File: src/ddr_host_pkg.sv
package ddr_host_pkg;

   // System clock and the divided memory clock
   localparam int SYS_PERIOD_PS = 25000;
   localparam int CK_DIV = 8;
   localparam int DIV_W = 3;
   localparam logic [DIV_W-1:0] CK_HIGH_PHASES = 3'h4;
   localparam logic [DIV_W-1:0] ISSUE_PHASE = 3'h3;
   localparam int TCK_PS = SYS_PERIOD_PS * CK_DIV;

   // Time to whole memory clocks, rounded up, never below one
   function automatic int to_ck(input int ps);
      int n;
      n = (ps + TCK_PS - 1) / TCK_PS;
      return (n < 1) ? 1 : n;
   endfunction

   function automatic int imax(input int a, input int b);
      return (a > b) ? a : b;
   endfunction

   // Analog minimums in picoseconds
   localparam int T_RCD_PS = 15000;
   localparam int T_RP_PS = 15000;
   localparam int T_RAS_PS = 35000;
   localparam int T_RC_PS = 50000;
   localparam int T_RRD_PS = 10000;
   localparam int T_FAW_PS = 40000;
   localparam int T_RTP_PS = 7500;
   localparam int T_WR_PS = 15000;
   localparam int T_WTR_PS = 7500;

   // Same minimums in memory clocks
   localparam int RCD_CK = to_ck(T_RCD_PS);
   localparam int RP_CK = to_ck(T_RP_PS);
   localparam int RAS_CK = to_ck(T_RAS_PS);
   localparam int RC_CK = to_ck(T_RC_PS);
   localparam int RRD_CK = to_ck(T_RRD_PS);
   localparam int FAW_CK = to_ck(T_FAW_PS);
   localparam int RTP_CK = to_ck(T_RTP_PS);
   localparam int WR_CK = to_ck(T_WR_PS);
   localparam int WTR_CK = to_ck(T_WTR_PS);

   // Latencies and derived command spacings, in memory clocks
   localparam int CL = 5;
   localparam int AL = 0;
   localparam int CWL = 5;
   localparam int RL = AL + CL;
   localparam int WL = AL + CWL;
   localparam int TCCD_CK = 4;
   localparam int BURST_CK = 4;
   localparam int RCD_EFF_CK = imax(RCD_CK - AL, 1);
   localparam int RD_TO_WR_CK = RL + TCCD_CK - WL + 2;
   localparam int RD_TO_PRE_CK = imax(4, AL + RTP_CK);
   localparam int WR_TO_PRE_CK = WL + BURST_CK + WR_CK;
   localparam int WR_TO_RD_CK = WL + BURST_CK + WTR_CK;
   localparam int RD_AP_CK = AL + imax(RTP_CK, 4);
   localparam int ZQINIT_CK = 512;
   localparam int ZQOPER_CK = 256;
   localparam int ZQCS_CK = 64;
   localparam int FAW_SLOTS = 4;
   localparam int BEATS_BL8 = 8;
   localparam int BEATS_BC4 = 4;

   // Widths
   localparam int CNT_W = 10;
   localparam int N_BANK = 8;
   localparam int BANK_W = 3;
   localparam int ROW_W = 14;
   localparam int COL_W = 10;
   localparam int DQ_W = 8;
   localparam int BEAT_W = 5;

   // Address bits with a command meaning
   localparam int AP_BIT = 10;
   localparam int BL_BIT = 12;

   // Pin codes {cs_n, ras_n, cas_n, we_n}
   localparam logic [3:0] PIN_ACT = 4'h3;
   localparam logic [3:0] PIN_READ = 4'h5;
   localparam logic [3:0] PIN_WRITE = 4'h4;
   localparam logic [3:0] PIN_PRE = 4'h2;
   localparam logic [3:0] PIN_ZQ = 4'h6;
   localparam logic [3:0] PIN_NOP = 4'h7;
   localparam logic [3:0] PIN_DESEL = 4'hf;

   typedef enum logic [2:0] {
      REQ_NOP,
      REQ_ACT,
      REQ_READ,
      REQ_WRITE,
      REQ_PRE,
      REQ_ZQCL,
      REQ_ZQCS
   } req_cmd_type;

endpackage

File: src/bank_tracker.sv
`timescale 1ns/1ps
module bank_tracker (
   input wire logic i_clock,
   input wire logic i_sys_rst,
   input wire logic i_tick,
   input wire logic i_act,
   input wire logic i_read,
   input wire logic i_write,
   input wire logic i_pre,
   input wire logic i_auto_pre,
   input wire logic [ddr_host_pkg::ROW_W-1:0] i_row,
   output logic o_open,
   output logic [ddr_host_pkg::ROW_W-1:0] o_row,
   output logic o_act_ok,
   output logic o_rw_ok,
   output logic o_pre_ok,
   output logic o_idle_ok
);
   import ddr_host_pkg::*;

   logic [CNT_W-1:0] rcd, rc, ras, rp, rd_pre, wr_pre, ap;
   logic ap_busy;

   function automatic logic [CNT_W-1:0] dec(input logic [CNT_W-1:0] v);
      return (v == '0) ? v : v - 1'b1;
   endfunction

   // Open flag and open row
   always_ff @(posedge i_clock) begin
      if (i_sys_rst) begin
         o_open <= 1'b0;
         o_row <= '0;
      end else if (i_tick) begin
         if (i_act) begin
            o_open <= 1'b1;
            o_row <= i_row;
         end else if (i_pre || ((i_read || i_write) && i_auto_pre)) begin
            o_open <= 1'b0;
         end
      end
   end

   // Spacing timers, each loaded with its count less one
   always_ff @(posedge i_clock) begin
      if (i_sys_rst) begin
         rcd <= '0;
         rc <= '0;
         ras <= '0;
         rd_pre <= '0;
         wr_pre <= '0;
      end else if (i_tick) begin
         rcd <= i_act ? CNT_W'(RCD_EFF_CK - 1) : dec(rcd);
         rc <= i_act ? CNT_W'(RC_CK - 1) : dec(rc);
         ras <= i_act ? CNT_W'(RAS_CK - 1) : dec(ras);
         rd_pre <= i_read ? CNT_W'(RD_TO_PRE_CK - 1) : dec(rd_pre);
         wr_pre <= i_write ? CNT_W'(WR_TO_PRE_CK - 1) : dec(wr_pre);
      end
   end

   // Auto precharge: start after latency, tRAS lockout, then tRP
   always_ff @(posedge i_clock) begin
      if (i_sys_rst) begin
         ap <= '0;
         ap_busy <= 1'b0;
         rp <= '0;
      end else if (i_tick) begin
         if ((i_read || i_write) && i_auto_pre) begin
            ap_busy <= 1'b1;
            if (i_read) begin
               ap <= (CNT_W'(RD_AP_CK) > ras) ? CNT_W'(RD_AP_CK) : ras;
            end else begin
               ap <= (CNT_W'(WR_TO_PRE_CK) > ras) ? CNT_W'(WR_TO_PRE_CK) : ras;
            end
         end else begin
            ap <= dec(ap);
            if (ap_busy && ap <= CNT_W'(1)) begin
               ap_busy <= 1'b0;
            end
         end
         if (i_pre || (ap_busy && ap <= CNT_W'(1))) begin
            rp <= CNT_W'(RP_CK - 1);
         end else begin
            rp <= dec(rp);
         end
      end
   end

   assign o_act_ok = !o_open && rc == '0 && rp == '0 && !ap_busy;
   assign o_rw_ok = o_open && rcd == '0;
   assign o_pre_ok = ras == '0 && rd_pre == '0 && wr_pre == '0 && !ap_busy;
   assign o_idle_ok = !o_open && rp == '0 && !ap_busy;

endmodule // bank_tracker

File: src/read_capture.sv
`timescale 1ns/1ps
module read_capture (
   input wire logic i_clock,
   input wire logic i_sys_rst,
   input wire logic i_dqs,
   input wire logic [ddr_host_pkg::DQ_W-1:0] i_dq,
   input wire logic i_add,
   input wire logic [ddr_host_pkg::BEAT_W-1:0] i_add_beats,
   output logic [ddr_host_pkg::DQ_W-1:0] o_data,
   output logic o_valid
);
   import ddr_host_pkg::*;

   logic dqs_s1, dqs_s2, dqs_s3;
   logic [DQ_W-1:0] dq_s1, dq_s2;
   logic [BEAT_W-1:0] owed;
   logic armed;
   logic [1:0] pend;
   logic edge_seen, take;

   // Two-stage synchronisers on strobe and data
   always_ff @(posedge i_clock) begin
      if (i_sys_rst) begin
         dqs_s1 <= 1'b0;
         dqs_s2 <= 1'b0;
         dqs_s3 <= 1'b0;
         dq_s1 <= '0;
         dq_s2 <= '0;
      end else begin
         dqs_s1 <= i_dqs;
         dqs_s2 <= dqs_s1;
         dqs_s3 <= dqs_s2;
         dq_s1 <= i_dq;
         dq_s2 <= dq_s1;
      end
   end

   // Preamble holds strobe low, so the first rising edge arms capture
   assign edge_seen = dqs_s2 ^ dqs_s3;
   assign take = edge_seen && owed != '0 && (armed || dqs_s2);

   // Beats owed by issued reads; burst data is never cut short
   always_ff @(posedge i_clock) begin
      if (i_sys_rst) begin
         owed <= '0;
         armed <= 1'b0;
      end else begin
         owed <= owed + (i_add ? i_add_beats : '0) - {{(BEAT_W-1){1'b0}}, take};
         if (take) begin
            armed <= (owed != BEAT_W'(1)) || i_add;
         end
      end
   end

   // Sample data two cycles after the strobe edge, near the eye centre
   always_ff @(posedge i_clock) begin
      if (i_sys_rst) begin
         pend <= 2'h0;
         o_data <= '0;
         o_valid <= 1'b0;
      end else begin
         pend <= {pend[0], take};
         o_valid <= pend[1];
         if (pend[1]) begin
            o_data <= dq_s2;
         end
      end
   end

endmodule // read_capture

File: src/ddr_cmd_sched.sv
// Behaviour
// - Calibration only with all banks precharged, tRP met.
// - Long calibration and short calibration with durations.
// - Channel quiet during calibration except calibration.
// - Calibration may overlap DLL reset and lock.
// - Self refresh exit needs explicit long calibration.
// - Shared resistor ranks never calibrate together.
// - CKE high, ODT off, bus idle in calibration; calibration is not held back while read data is still due on DQ.
// - Activate row before read/write, wait tRCD.
// - Additive latency allows early read or write.
// - Times become clocks by rounding up.
// - Read-read and write-write spaced by tCCD.
// - Precharge before new row; tRC between activates.
// - tRRD between activates; four per tFAW.
// - Reads tCCD apart stream; bursts never truncated.
// - Read to write spacing RL+tCCD-WL+2.
// - Read to precharge four clocks and tRTP.
// - No command to bank before tRP.
`timescale 1ns/1ps
module ddr_cmd_sched (
   input wire logic i_clock,
   input wire logic i_sys_rst,
   input wire logic i_req_valid,
   input wire ddr_host_pkg::req_cmd_type i_req_cmd,
   input wire logic [ddr_host_pkg::BANK_W-1:0] i_req_bank,
   input wire logic [ddr_host_pkg::ROW_W-1:0] i_req_row,
   input wire logic [ddr_host_pkg::COL_W-1:0] i_req_col,
   input wire logic i_req_auto_pre,
   input wire logic i_req_bc4,
   output logic o_req_ack,
   output logic o_req_reject,
   output logic o_zq_busy,
   output logic o_ck,
   output logic o_cke,
   output logic o_cs_n,
   output logic o_ras_n,
   output logic o_cas_n,
   output logic o_we_n,
   output logic [ddr_host_pkg::BANK_W-1:0] o_ba,
   output logic [ddr_host_pkg::ROW_W-1:0] o_addr,
   output logic o_odt,
   input wire logic i_dqs,
   input wire logic [ddr_host_pkg::DQ_W-1:0] i_dq,
   output logic [ddr_host_pkg::DQ_W-1:0] o_rd_data,
   output logic o_rd_valid
);
   import ddr_host_pkg::*;

   logic [DIV_W-1:0] div_cnt;
   logic [DIV_W-1:0] next_div;
   logic tick;
   logic [N_BANK-1:0] bank_hit;
   logic [N_BANK-1:0] open_vec, act_ok_vec, rw_ok_vec, pre_ok_vec, idle_ok_vec;
   logic [ROW_W-1:0] open_row [N_BANK];
   logic [CNT_W-1:0] rrd_cnt, rd_rd_cnt, wr_wr_cnt, rd_wr_cnt, wr_rd_cnt, zq_cnt;
   logic [CNT_W-1:0] faw_cnt [FAW_SLOTS];
   logic [FAW_SLOTS-1:0] faw_free;
   logic [FAW_SLOTS-1:0] faw_load;
   logic zq_first;
   logic legal, ready, fire;
   logic fire_act, fire_read, fire_write, fire_pre, fire_zq;
   logic [3:0] next_pins;
   logic [ROW_W-1:0] next_addr;
   logic rd_add;
   logic [BEAT_W-1:0] rd_beats;

   function automatic logic [CNT_W-1:0] dec(input logic [CNT_W-1:0] v);
      return (v == '0) ? v : v - 1'b1;
   endfunction

   // Memory clock divider; commands change mid-cycle, on the falling edge
   assign next_div = div_cnt + 1'b1;
   assign tick = (div_cnt == ISSUE_PHASE);

   always_ff @(posedge i_clock) begin
      if (i_sys_rst) begin
         div_cnt <= '0;
         o_ck <= 1'b0;
      end else begin
         div_cnt <= next_div;
         o_ck <= (next_div < CK_HIGH_PHASES);
      end
   end

   // Clock enable held high from the first edge after reset; ODT kept off
   always_ff @(posedge i_clock) begin
      if (i_sys_rst) begin
         o_cke <= 1'b0;
         o_odt <= 1'b0;
      end else begin
         o_cke <= 1'b1;
         o_odt <= 1'b0;
      end
   end

   // One tracker per bank
   genvar gb;
   generate
      for (gb = 0; gb < N_BANK; gb++) begin : g_bank
         assign bank_hit[gb] = (i_req_bank == BANK_W'(gb));
         bank_tracker u_bank (
            .i_clock(i_clock),
            .i_sys_rst(i_sys_rst),
            .i_tick(tick),
            .i_act(fire_act && bank_hit[gb]),
            .i_read(fire_read && bank_hit[gb]),
            .i_write(fire_write && bank_hit[gb]),
            .i_pre(fire_pre && bank_hit[gb]),
            .i_auto_pre(i_req_auto_pre),
            .i_row(i_req_row),
            .o_open(open_vec[gb]),
            .o_row(open_row[gb]),
            .o_act_ok(act_ok_vec[gb]),
            .o_rw_ok(rw_ok_vec[gb]),
            .o_pre_ok(pre_ok_vec[gb]),
            .o_idle_ok(idle_ok_vec[gb])
         );
      end
   endgenerate

   // Rolling four-activate window slots, first free slot takes the load
   always_comb begin
      faw_load = '0;
      for (int i = 0; i < FAW_SLOTS; i++) begin
         faw_free[i] = (faw_cnt[i] == '0);
      end
      for (int i = FAW_SLOTS - 1; i >= 0; i--) begin
         if (faw_free[i]) begin
            faw_load = '0;
            faw_load[i] = fire_act;
         end
      end
   end

   genvar gf;
   generate
      for (gf = 0; gf < FAW_SLOTS; gf++) begin : g_faw
         always_ff @(posedge i_clock) begin
            if (i_sys_rst) begin
               faw_cnt[gf] <= '0;
            end else if (tick) begin
               faw_cnt[gf] <= faw_load[gf] ? CNT_W'(FAW_CK - 1) : dec(faw_cnt[gf]);
            end
         end
      end
   endgenerate

   // Request legality: row state must suit the command
   always_comb begin
      legal = 1'b1;
      unique case (i_req_cmd)
         REQ_ACT: legal = !open_vec[i_req_bank];
         REQ_READ,
         REQ_WRITE: legal = open_vec[i_req_bank] && open_row[i_req_bank] == i_req_row;
         REQ_ZQCL,
         REQ_ZQCS: legal = (open_vec == '0);
         REQ_PRE: legal = 1'b1;
         REQ_NOP: legal = 1'b1;
      endcase
   end

   // Timing readiness; calibration blocks all but another calibration
   always_comb begin
      ready = 1'b0;
      unique case (i_req_cmd)
         REQ_ACT: ready = act_ok_vec[i_req_bank] && rrd_cnt == '0 && faw_free != '0;
         REQ_READ: ready = rw_ok_vec[i_req_bank] && rd_rd_cnt == '0 && wr_rd_cnt == '0;
         REQ_WRITE: ready = rw_ok_vec[i_req_bank] && wr_wr_cnt == '0 && rd_wr_cnt == '0;
         REQ_PRE: ready = pre_ok_vec[i_req_bank];
         REQ_ZQCL,
         REQ_ZQCS: ready = (idle_ok_vec == '1);
         REQ_NOP: ready = 1'b1;
      endcase
      if (zq_cnt != '0 && i_req_cmd != REQ_ZQCL && i_req_cmd != REQ_ZQCS) begin
         ready = 1'b0;
      end
   end

   assign fire = tick && i_req_valid && legal && ready;
   assign fire_act = fire && i_req_cmd == REQ_ACT;
   assign fire_read = fire && i_req_cmd == REQ_READ;
   assign fire_write = fire && i_req_cmd == REQ_WRITE;
   assign fire_pre = fire && i_req_cmd == REQ_PRE;
   assign fire_zq = fire && (i_req_cmd == REQ_ZQCL || i_req_cmd == REQ_ZQCS);

   // Channel-wide spacing timers in memory clocks
   always_ff @(posedge i_clock) begin
      if (i_sys_rst) begin
         rrd_cnt <= '0;
         rd_rd_cnt <= '0;
         wr_wr_cnt <= '0;
         rd_wr_cnt <= '0;
         wr_rd_cnt <= '0;
      end else if (tick) begin
         rrd_cnt <= fire_act ? CNT_W'(RRD_CK - 1) : dec(rrd_cnt);
         rd_rd_cnt <= fire_read ? CNT_W'(TCCD_CK - 1) : dec(rd_rd_cnt);
         wr_wr_cnt <= fire_write ? CNT_W'(TCCD_CK - 1) : dec(wr_wr_cnt);
         rd_wr_cnt <= fire_read ? CNT_W'(RD_TO_WR_CK - 1) : dec(rd_wr_cnt);
         wr_rd_cnt <= fire_write ? CNT_W'(WR_TO_RD_CK - 1) : dec(wr_rd_cnt);
      end
   end

   // Calibration interval; first long form after reset uses the init time
   always_ff @(posedge i_clock) begin
      if (i_sys_rst) begin
         zq_cnt <= '0;
         zq_first <= 1'b1;
         o_zq_busy <= 1'b0;
      end else begin
         if (tick) begin
            if (fire_zq && i_req_cmd == REQ_ZQCL) begin
               zq_cnt <= zq_first ? CNT_W'(ZQINIT_CK) : CNT_W'(ZQOPER_CK);
               zq_first <= 1'b0;
            end else if (fire_zq) begin
               zq_cnt <= CNT_W'(ZQCS_CK);
            end else begin
               zq_cnt <= dec(zq_cnt);
            end
         end
         o_zq_busy <= (zq_cnt != '0) || fire_zq;
      end
   end

   // Pin code and address for the chosen command
   always_comb begin
      next_pins = PIN_NOP;
      next_addr = '0;
      if (fire) begin
         unique case (i_req_cmd)
            REQ_ACT: begin
               next_pins = PIN_ACT;
               next_addr = i_req_row;
            end
            REQ_READ,
            REQ_WRITE: begin
               next_pins = (i_req_cmd == REQ_READ) ? PIN_READ : PIN_WRITE;
               next_addr[COL_W-1:0] = i_req_col;
               next_addr[AP_BIT] = i_req_auto_pre;
               next_addr[BL_BIT] = !i_req_bc4;
            end
            REQ_PRE: next_pins = PIN_PRE;
            REQ_ZQCL: begin
               next_pins = PIN_ZQ;
               next_addr[AP_BIT] = 1'b1;
            end
            REQ_ZQCS: next_pins = PIN_ZQ;
            REQ_NOP: next_pins = PIN_NOP;
         endcase
      end
   end

   // Command pins are held for one full memory clock
   always_ff @(posedge i_clock) begin
      if (i_sys_rst) begin
         {o_cs_n, o_ras_n, o_cas_n, o_we_n} <= PIN_DESEL;
         o_ba <= '0;
         o_addr <= '0;
      end else if (tick) begin
         {o_cs_n, o_ras_n, o_cas_n, o_we_n} <= next_pins;
         o_ba <= i_req_bank;
         o_addr <= next_addr;
      end
   end

   // Request answers, one cycle pulses
   always_ff @(posedge i_clock) begin
      if (i_sys_rst) begin
         o_req_ack <= 1'b0;
         o_req_reject <= 1'b0;
      end else begin
         o_req_ack <= fire;
         o_req_reject <= tick && i_req_valid && !legal;
      end
   end

   // Read beats owed to the capture logic
   assign rd_add = fire_read;
   assign rd_beats = i_req_bc4 ? BEAT_W'(BEATS_BC4) : BEAT_W'(BEATS_BL8);

   read_capture u_capture (
      .i_clock(i_clock),
      .i_sys_rst(i_sys_rst),
      .i_dqs(i_dqs),
      .i_dq(i_dq),
      .i_add(rd_add),
      .i_add_beats(rd_beats),
      .o_data(o_rd_data),
      .o_valid(o_rd_valid)
   );

endmodule // ddr_cmd_sched

File: config.mk
export PLATFORM = sky130hd
export DESIGN_NAME = ddr_cmd_sched
export DESIGN_NICKNAME = d
export VERILOG_FILES = /design/src/ddr_host_pkg.sv /design/src/bank_tracker.sv /design/src/read_capture.sv /design/src/ddr_cmd_sched.sv
export SDC_FILE = /design/constraint.sdc
export NUM_CORES = 2
export LEC_CHECK = 0
export BUFFER_PORTS_ARGS = -buffer_cell sky130_fd_sc_hd__buf_2
export CORE_UTILIZATION = 55
export DETAILED_ROUTE_END_ITERATION = 12
export PLACE_DENSITY = 0.8
export SLEW_MARGIN = 20
export SYNTH_ARGS = -nofsm -noshare
export SYNTH_HDL_FRONTEND = slang
export SYNTH_SLANG_ARGS = --single-unit
File: constraint.sdc
create_clock -name i_clock -period 12.8 [get_ports i_clock]
set_clock_uncertainty 0.15 [all_clocks]
set_input_delay 3.2 -clock i_clock [delete_from_list [all_inputs] [get_ports i_clock]]
set_output_delay 3.2 -clock i_clock [all_outputs]
set_load 0.05 [all_outputs]
==> impl_metrics.env <==
export IMPL_postSynthNetCount=5177
export IMPL_ys_ff_latch=854
export IMPL_min_delay_path_depth=1
export IMPL_max_vdd_ir_drop_v=0.0001076
export IMPL_fin_nets=5170
export IMPL_cts_max_level=3
export IMPL_final_setup_tns_ns=0
export IMPL_period_needed_ns=8.027
export IMPL_yosysSeqAreaShare_pct=42.05
export IMPL_routed_wl_um=106100
export IMPL_ys_types=93
export IMPL_clock_latency_ns=0.67
export IMPL_grt_pass1_vias=33810
export IMPL_path_class="input port to register"
export IMPL_hold_class="register to register"
export IMPL_clockBufferDepth=3
export IMPL_crit_fanout=33
export IMPL_ios=80
export IMPL_outcome="complete, no violations"
export IMPL_die_x_um=277.0
export IMPL_antenna_found_initial=6
export IMPL_syn_area_sq_um=41600
export IMPL_cts_post_setup_buffers_inserted=0
export IMPL_rr_endpoint="g_bank[4].u_bank.wr_pre[1]$_SDFFE_PP0P_"
export IMPL_overflow=0
export IMPL_max_cap_violations=0
export IMPL_die_y_um=277.0
export IMPL_synth_edf_count=40
export IMPL_post_cts_resize_count=0
export IMPL_rrSetupSlack_ns=6.80
export IMPL_cts_root_buf="clkbuf_16"
export IMPL_track_usage_pct=26.95
export IMPL_power_leakage_nw=17.17
export IMPL_r2r_start="faw_cnt[0][0]$_SDFFCE_PP0P_"
export IMPL_dpl_hpwl_um=71360
export IMPL_synthToLayoutAreaGrowth_pct=10.20
export IMPL_drive_above_1_share_pct=6.508
export IMPL_ant_nets=0
export IMPL_grt_max_degree=93
export IMPL_grt_pass1_wl_um=171400
export IMPL_dr_pass1_iters=6
export IMPL_cts_hold_buf=0
export IMPL_dieArea_sq_um=76750
export IMPL_cp_arrival_ns=8.36
export IMPL_cp_required_ns=13.14
export IMPL_power_density_nw_per_um2=127.3
export IMPL_io_buffer_count=78
export IMPL_nFillCells=6153
export IMPL_synth_avg_cell_area_sq_um=8.346
export IMPL_viasPerCell=5.937
export IMPL_synthArstFlopShare_pct=0
export IMPL_remaining_drc_errors=0
export IMPL_fmax_mhz=124.6
export IMPL_num_rows=100
export IMPL_rsz0062_at_grt="no"
export IMPL_clk_pin_slew_ns=0.06
export IMPL_holdCritStartpoint="div_cnt[0]$_SDFF_PP0_"
export IMPL_start_kind="input port"
export IMPL_setup_viol_count_final=0
export IMPL_core_sq_um=74700
export IMPL_syn_inst=4985
export IMPL_cts_buffers=89
export IMPL_finalMaxSlewViolations=0
export IMPL_period_share_pct=62.71
export IMPL_ys_warn_count=0
export IMPL_post_route_util_pct=61.38
export IMPL_cp_end_kind="register"
export IMPL_reg2reg_depth=12
export IMPL_gp_congestion=0.9485
export IMPL_max_slew_worst_pin_slew_ns=1.214
export IMPL_num_vias=35800
export IMPL_synth_flop_cell="dfxtp_1"
export IMPL_wl_per_cell_um=17.59
export IMPL_cts_num_sinks=854
export IMPL_hold_path_endpoint="div_cnt[0]$_SDFF_PP0_"
export IMPL_hold_violations=0
export IMPL_cts_tree="done"
export IMPL_drt_iter0_drc=3415
export IMPL_relSlewSlack_pct=19.06
export IMPL_initial_utilization_pct=55.70
## state kept, by name, summed over array words and instances, names as in the netlist, 40 cells and up
name and count:
faw_cnt 40, g_bank.u_bank.rcd 80, g_bank.u_bank.rc 80, g_bank.u_bank.rp 80, g_bank.u_bank.ras 80, g_bank.u_bank.ap 80
g_bank.u_bank.wr_pre 80, g_bank.u_bank.o_row 112, g_bank.u_bank.rd_pre 80
## cell usage in the layout (no fill, tap or decap), types with 16 or more instances in the layout
| cell | Yosys | routed |
|---|---|---|
| xor2_1 | 176 | 176 |
| a211oi_1 | 57 | 57 |
| buf_2 | 23 | 76 |
| nand4_1 | 53 | 53 |
| nand3b_1 | 29 | 29 |
| clkbuf_16 | 0 | 94 |
| nand4b_1 | 41 | 41 |
| mux2i_1 | 64 | 64 |
| and3_1 | 25 | 25 |
| a22oi_1 | 24 | 24 |
| nand2_1 | 552 | 551 |
| clkinv_2 | 0 | 20 |
| nor3b_1 | 27 | 27 |
| ha_1 | 147 | 146 |
| or4_1 | 51 | 51 |
| nor2_1 | 807 | 805 |
| nand2b_1 | 46 | 46 |
| o21ai_0 | 97 | 97 |
| inv_1 | 175 | 173 |
| a21oi_1 | 296 | 296 |
| o31ai_1 | 25 | 24 |
| clkbuf_1 | 168 | 17 |
| or3_1 | 51 | 51 |
| xnor2_1 | 304 | 304 |
| nand3_1 | 139 | 139 |
| buf_4 | 1 | 30 |
| and2_1 | 31 | 31 |
| nor4_1 | 137 | 137 |
| nor2b_1 | 44 | 43 |
| edfxtp_1 | 40 | 40 |
| a31oi_1 | 54 | 53 |
| dfxtp_1 | 814 | 814 |
| clkbuf_8 | 0 | 16 |
| mux2_2 | 18 | 18 |
| nor3_1 | 211 | 209 |
## worst max path at each step
stage	from	endpoint	slack [ns]	cells past startpoint
after CTS	i_req_bank[0]	g_bank[2].u_bank.ap[0]$_SDFFE_PP0P_	4.93	11
after floorplan	i_req_bank[1]	faw_cnt[3][0]$_SDFFCE_PP0P_	5.36	14
final	i_req_bank[0]	g_bank[4].u_bank.ras[5]$_SDFFE_PP0P_	4.77	12
after global routing	i_req_bank[1]	g_bank[4].u_bank.ras[5]$_SDFFE_PP0P_	4.57	12
after detailed placement	i_req_bank[1]	g_bank[2].u_bank.ap[2]$_SDFFE_PP0P_	4.29	11
after global placement	i_req_bank[1]	g_bank[2].u_bank.ap[2]$_SDFFE_PP0P_	4.38	11
## worst max-delay path: stages
cell and delay (ns):
buf_2 0.53, nor2b_1 0.57, nand2_1 0.42, o22ai_1 0.38, xor2_1 0.21, nand4_1 0.23, o32a_1 0.56, nor3_2 0.20
buf_4 0.32, nand3_1 0.66, nand2_1 0.92, nor2_1 0.12
## per-layer routing
layer  share of wire (%)  global-route usage [%]  vias up
li1                    -                       -    17320
met1                  42                   34.31    16830
met2                  45                   43.52     1329
met3                 8.3                   5.796      324
met4                 4.3                   12.61        2
met5               0.012                       0        -
## layout make-up
cell class                      instances  area [sq um]  share of cell area (%)
Multi-Input combinational cell       3750         22720                   49.55
Antenna cell                            6         15.01                 0.03275
Tap cell                              969          1212                   2.644
Inverter                              176         660.6                   1.441
Clock buffer                          127          2636                   5.750
Clock inverter                         41         490.5                   1.070
Sequential cell                       854         17500                   38.16
Timing Repair Buffer                  107         620.6                   1.354
## stage by stage
step | hold WS [ns] | instance area (sq um) | worst slack, ns | total power [W] | std cells
floorplan | 0.2492 | 41600 | 5.359 | 0.003070 | 4985
global placement | 0.2565 | 42680 | 4.380 | 0.003163 | 5856
detailed placement | 0.2625 | 42680 | 4.293 | 0.003170 | 5856
CTS | 0.2720 | 45810 | 4.933 | 0.005856 | 6024
global route | 0.2895 | 45840 | 4.574 | 0.006018 | 6028
finish | 0.2697 | 45850 | 4.773 | 0.005837 | 6030
## cells by family (layout without fill, tap and decap cells)
| kind of cell | count (synthesis) | after routing | synth area share [%] |
|---|---|---|---|
| and+or+nand+nor | 2302 | 2302 | 26.37 |
| DFF | 854 | 854 | 42.05 |
| AOI/OAI and AO/OA | 731 | 731 | 11.13 |
| xor gates and xnor gates | 480 | 480 | 10.10 |
| buffers and inverters | 381 | 451 | 3.516 |
| adders and majority gates | 148 | 148 | 4.469 |
| muxes | 88 | 88 | 2.352 |
| other | 1 | 7 | 0.009013 |
## synthesized netlist by cell type (11+ instances only)
master / n / share of area, %
nand3b_1: 29 / 0.52
o22ai_1: 11 / 0.17
nand4_1: 53 / 0.80
inv_1: 175 / 1.6
buf_1: 13 / 0.12
a211oi_1: 57 / 1.0
dfxtp_1: 814 / 39
a21o_1: 14 / 0.25
o21ai_1: 16 / 0.19
o41ai_1: 13 / 0.27
xor2_1: 176 / 3.7
nor3b_1: 27 / 0.49
nand4b_1: 41 / 0.86
a22oi_1: 24 / 0.43
nor3_1: 211 / 2.5
nor2b_1: 44 / 0.66
a31oi_1: 54 / 0.81
a21oi_1: 296 / 3.6
or3_1: 51 / 0.77
nand2b_1: 46 / 0.69
buf_2: 23 / 0.28
or4_1: 51 / 0.92
and3_1: 25 / 0.38
nor4_1: 137 / 2.1
o21ai_0: 97 / 1.2
ha_1: 147 / 4.4
nor4b_1: 14 / 0.29
edfxtp_1: 40 / 2.9
xnor2_1: 304 / 6.4
clkbuf_1: 168 / 1.5
nand3_1: 139 / 1.7
nand2_1: 552 / 5.0
nor2_1: 807 / 7.3
mux2_2: 18 / 0.49
o211ai_1: 11 / 0.20
and2_1: 31 / 0.47
mux2i_1: 64 / 1.5
o31ai_1: 25 / 0.45
## power breakdown
group	switching, W	internal (W)
registers	0.0000258	0.00271
logic	0.000267	0.000124
clock network	0.00112	0.00159
total	0.00141	0.00442
Note: power is estimated with default switching activity, not from simulation.
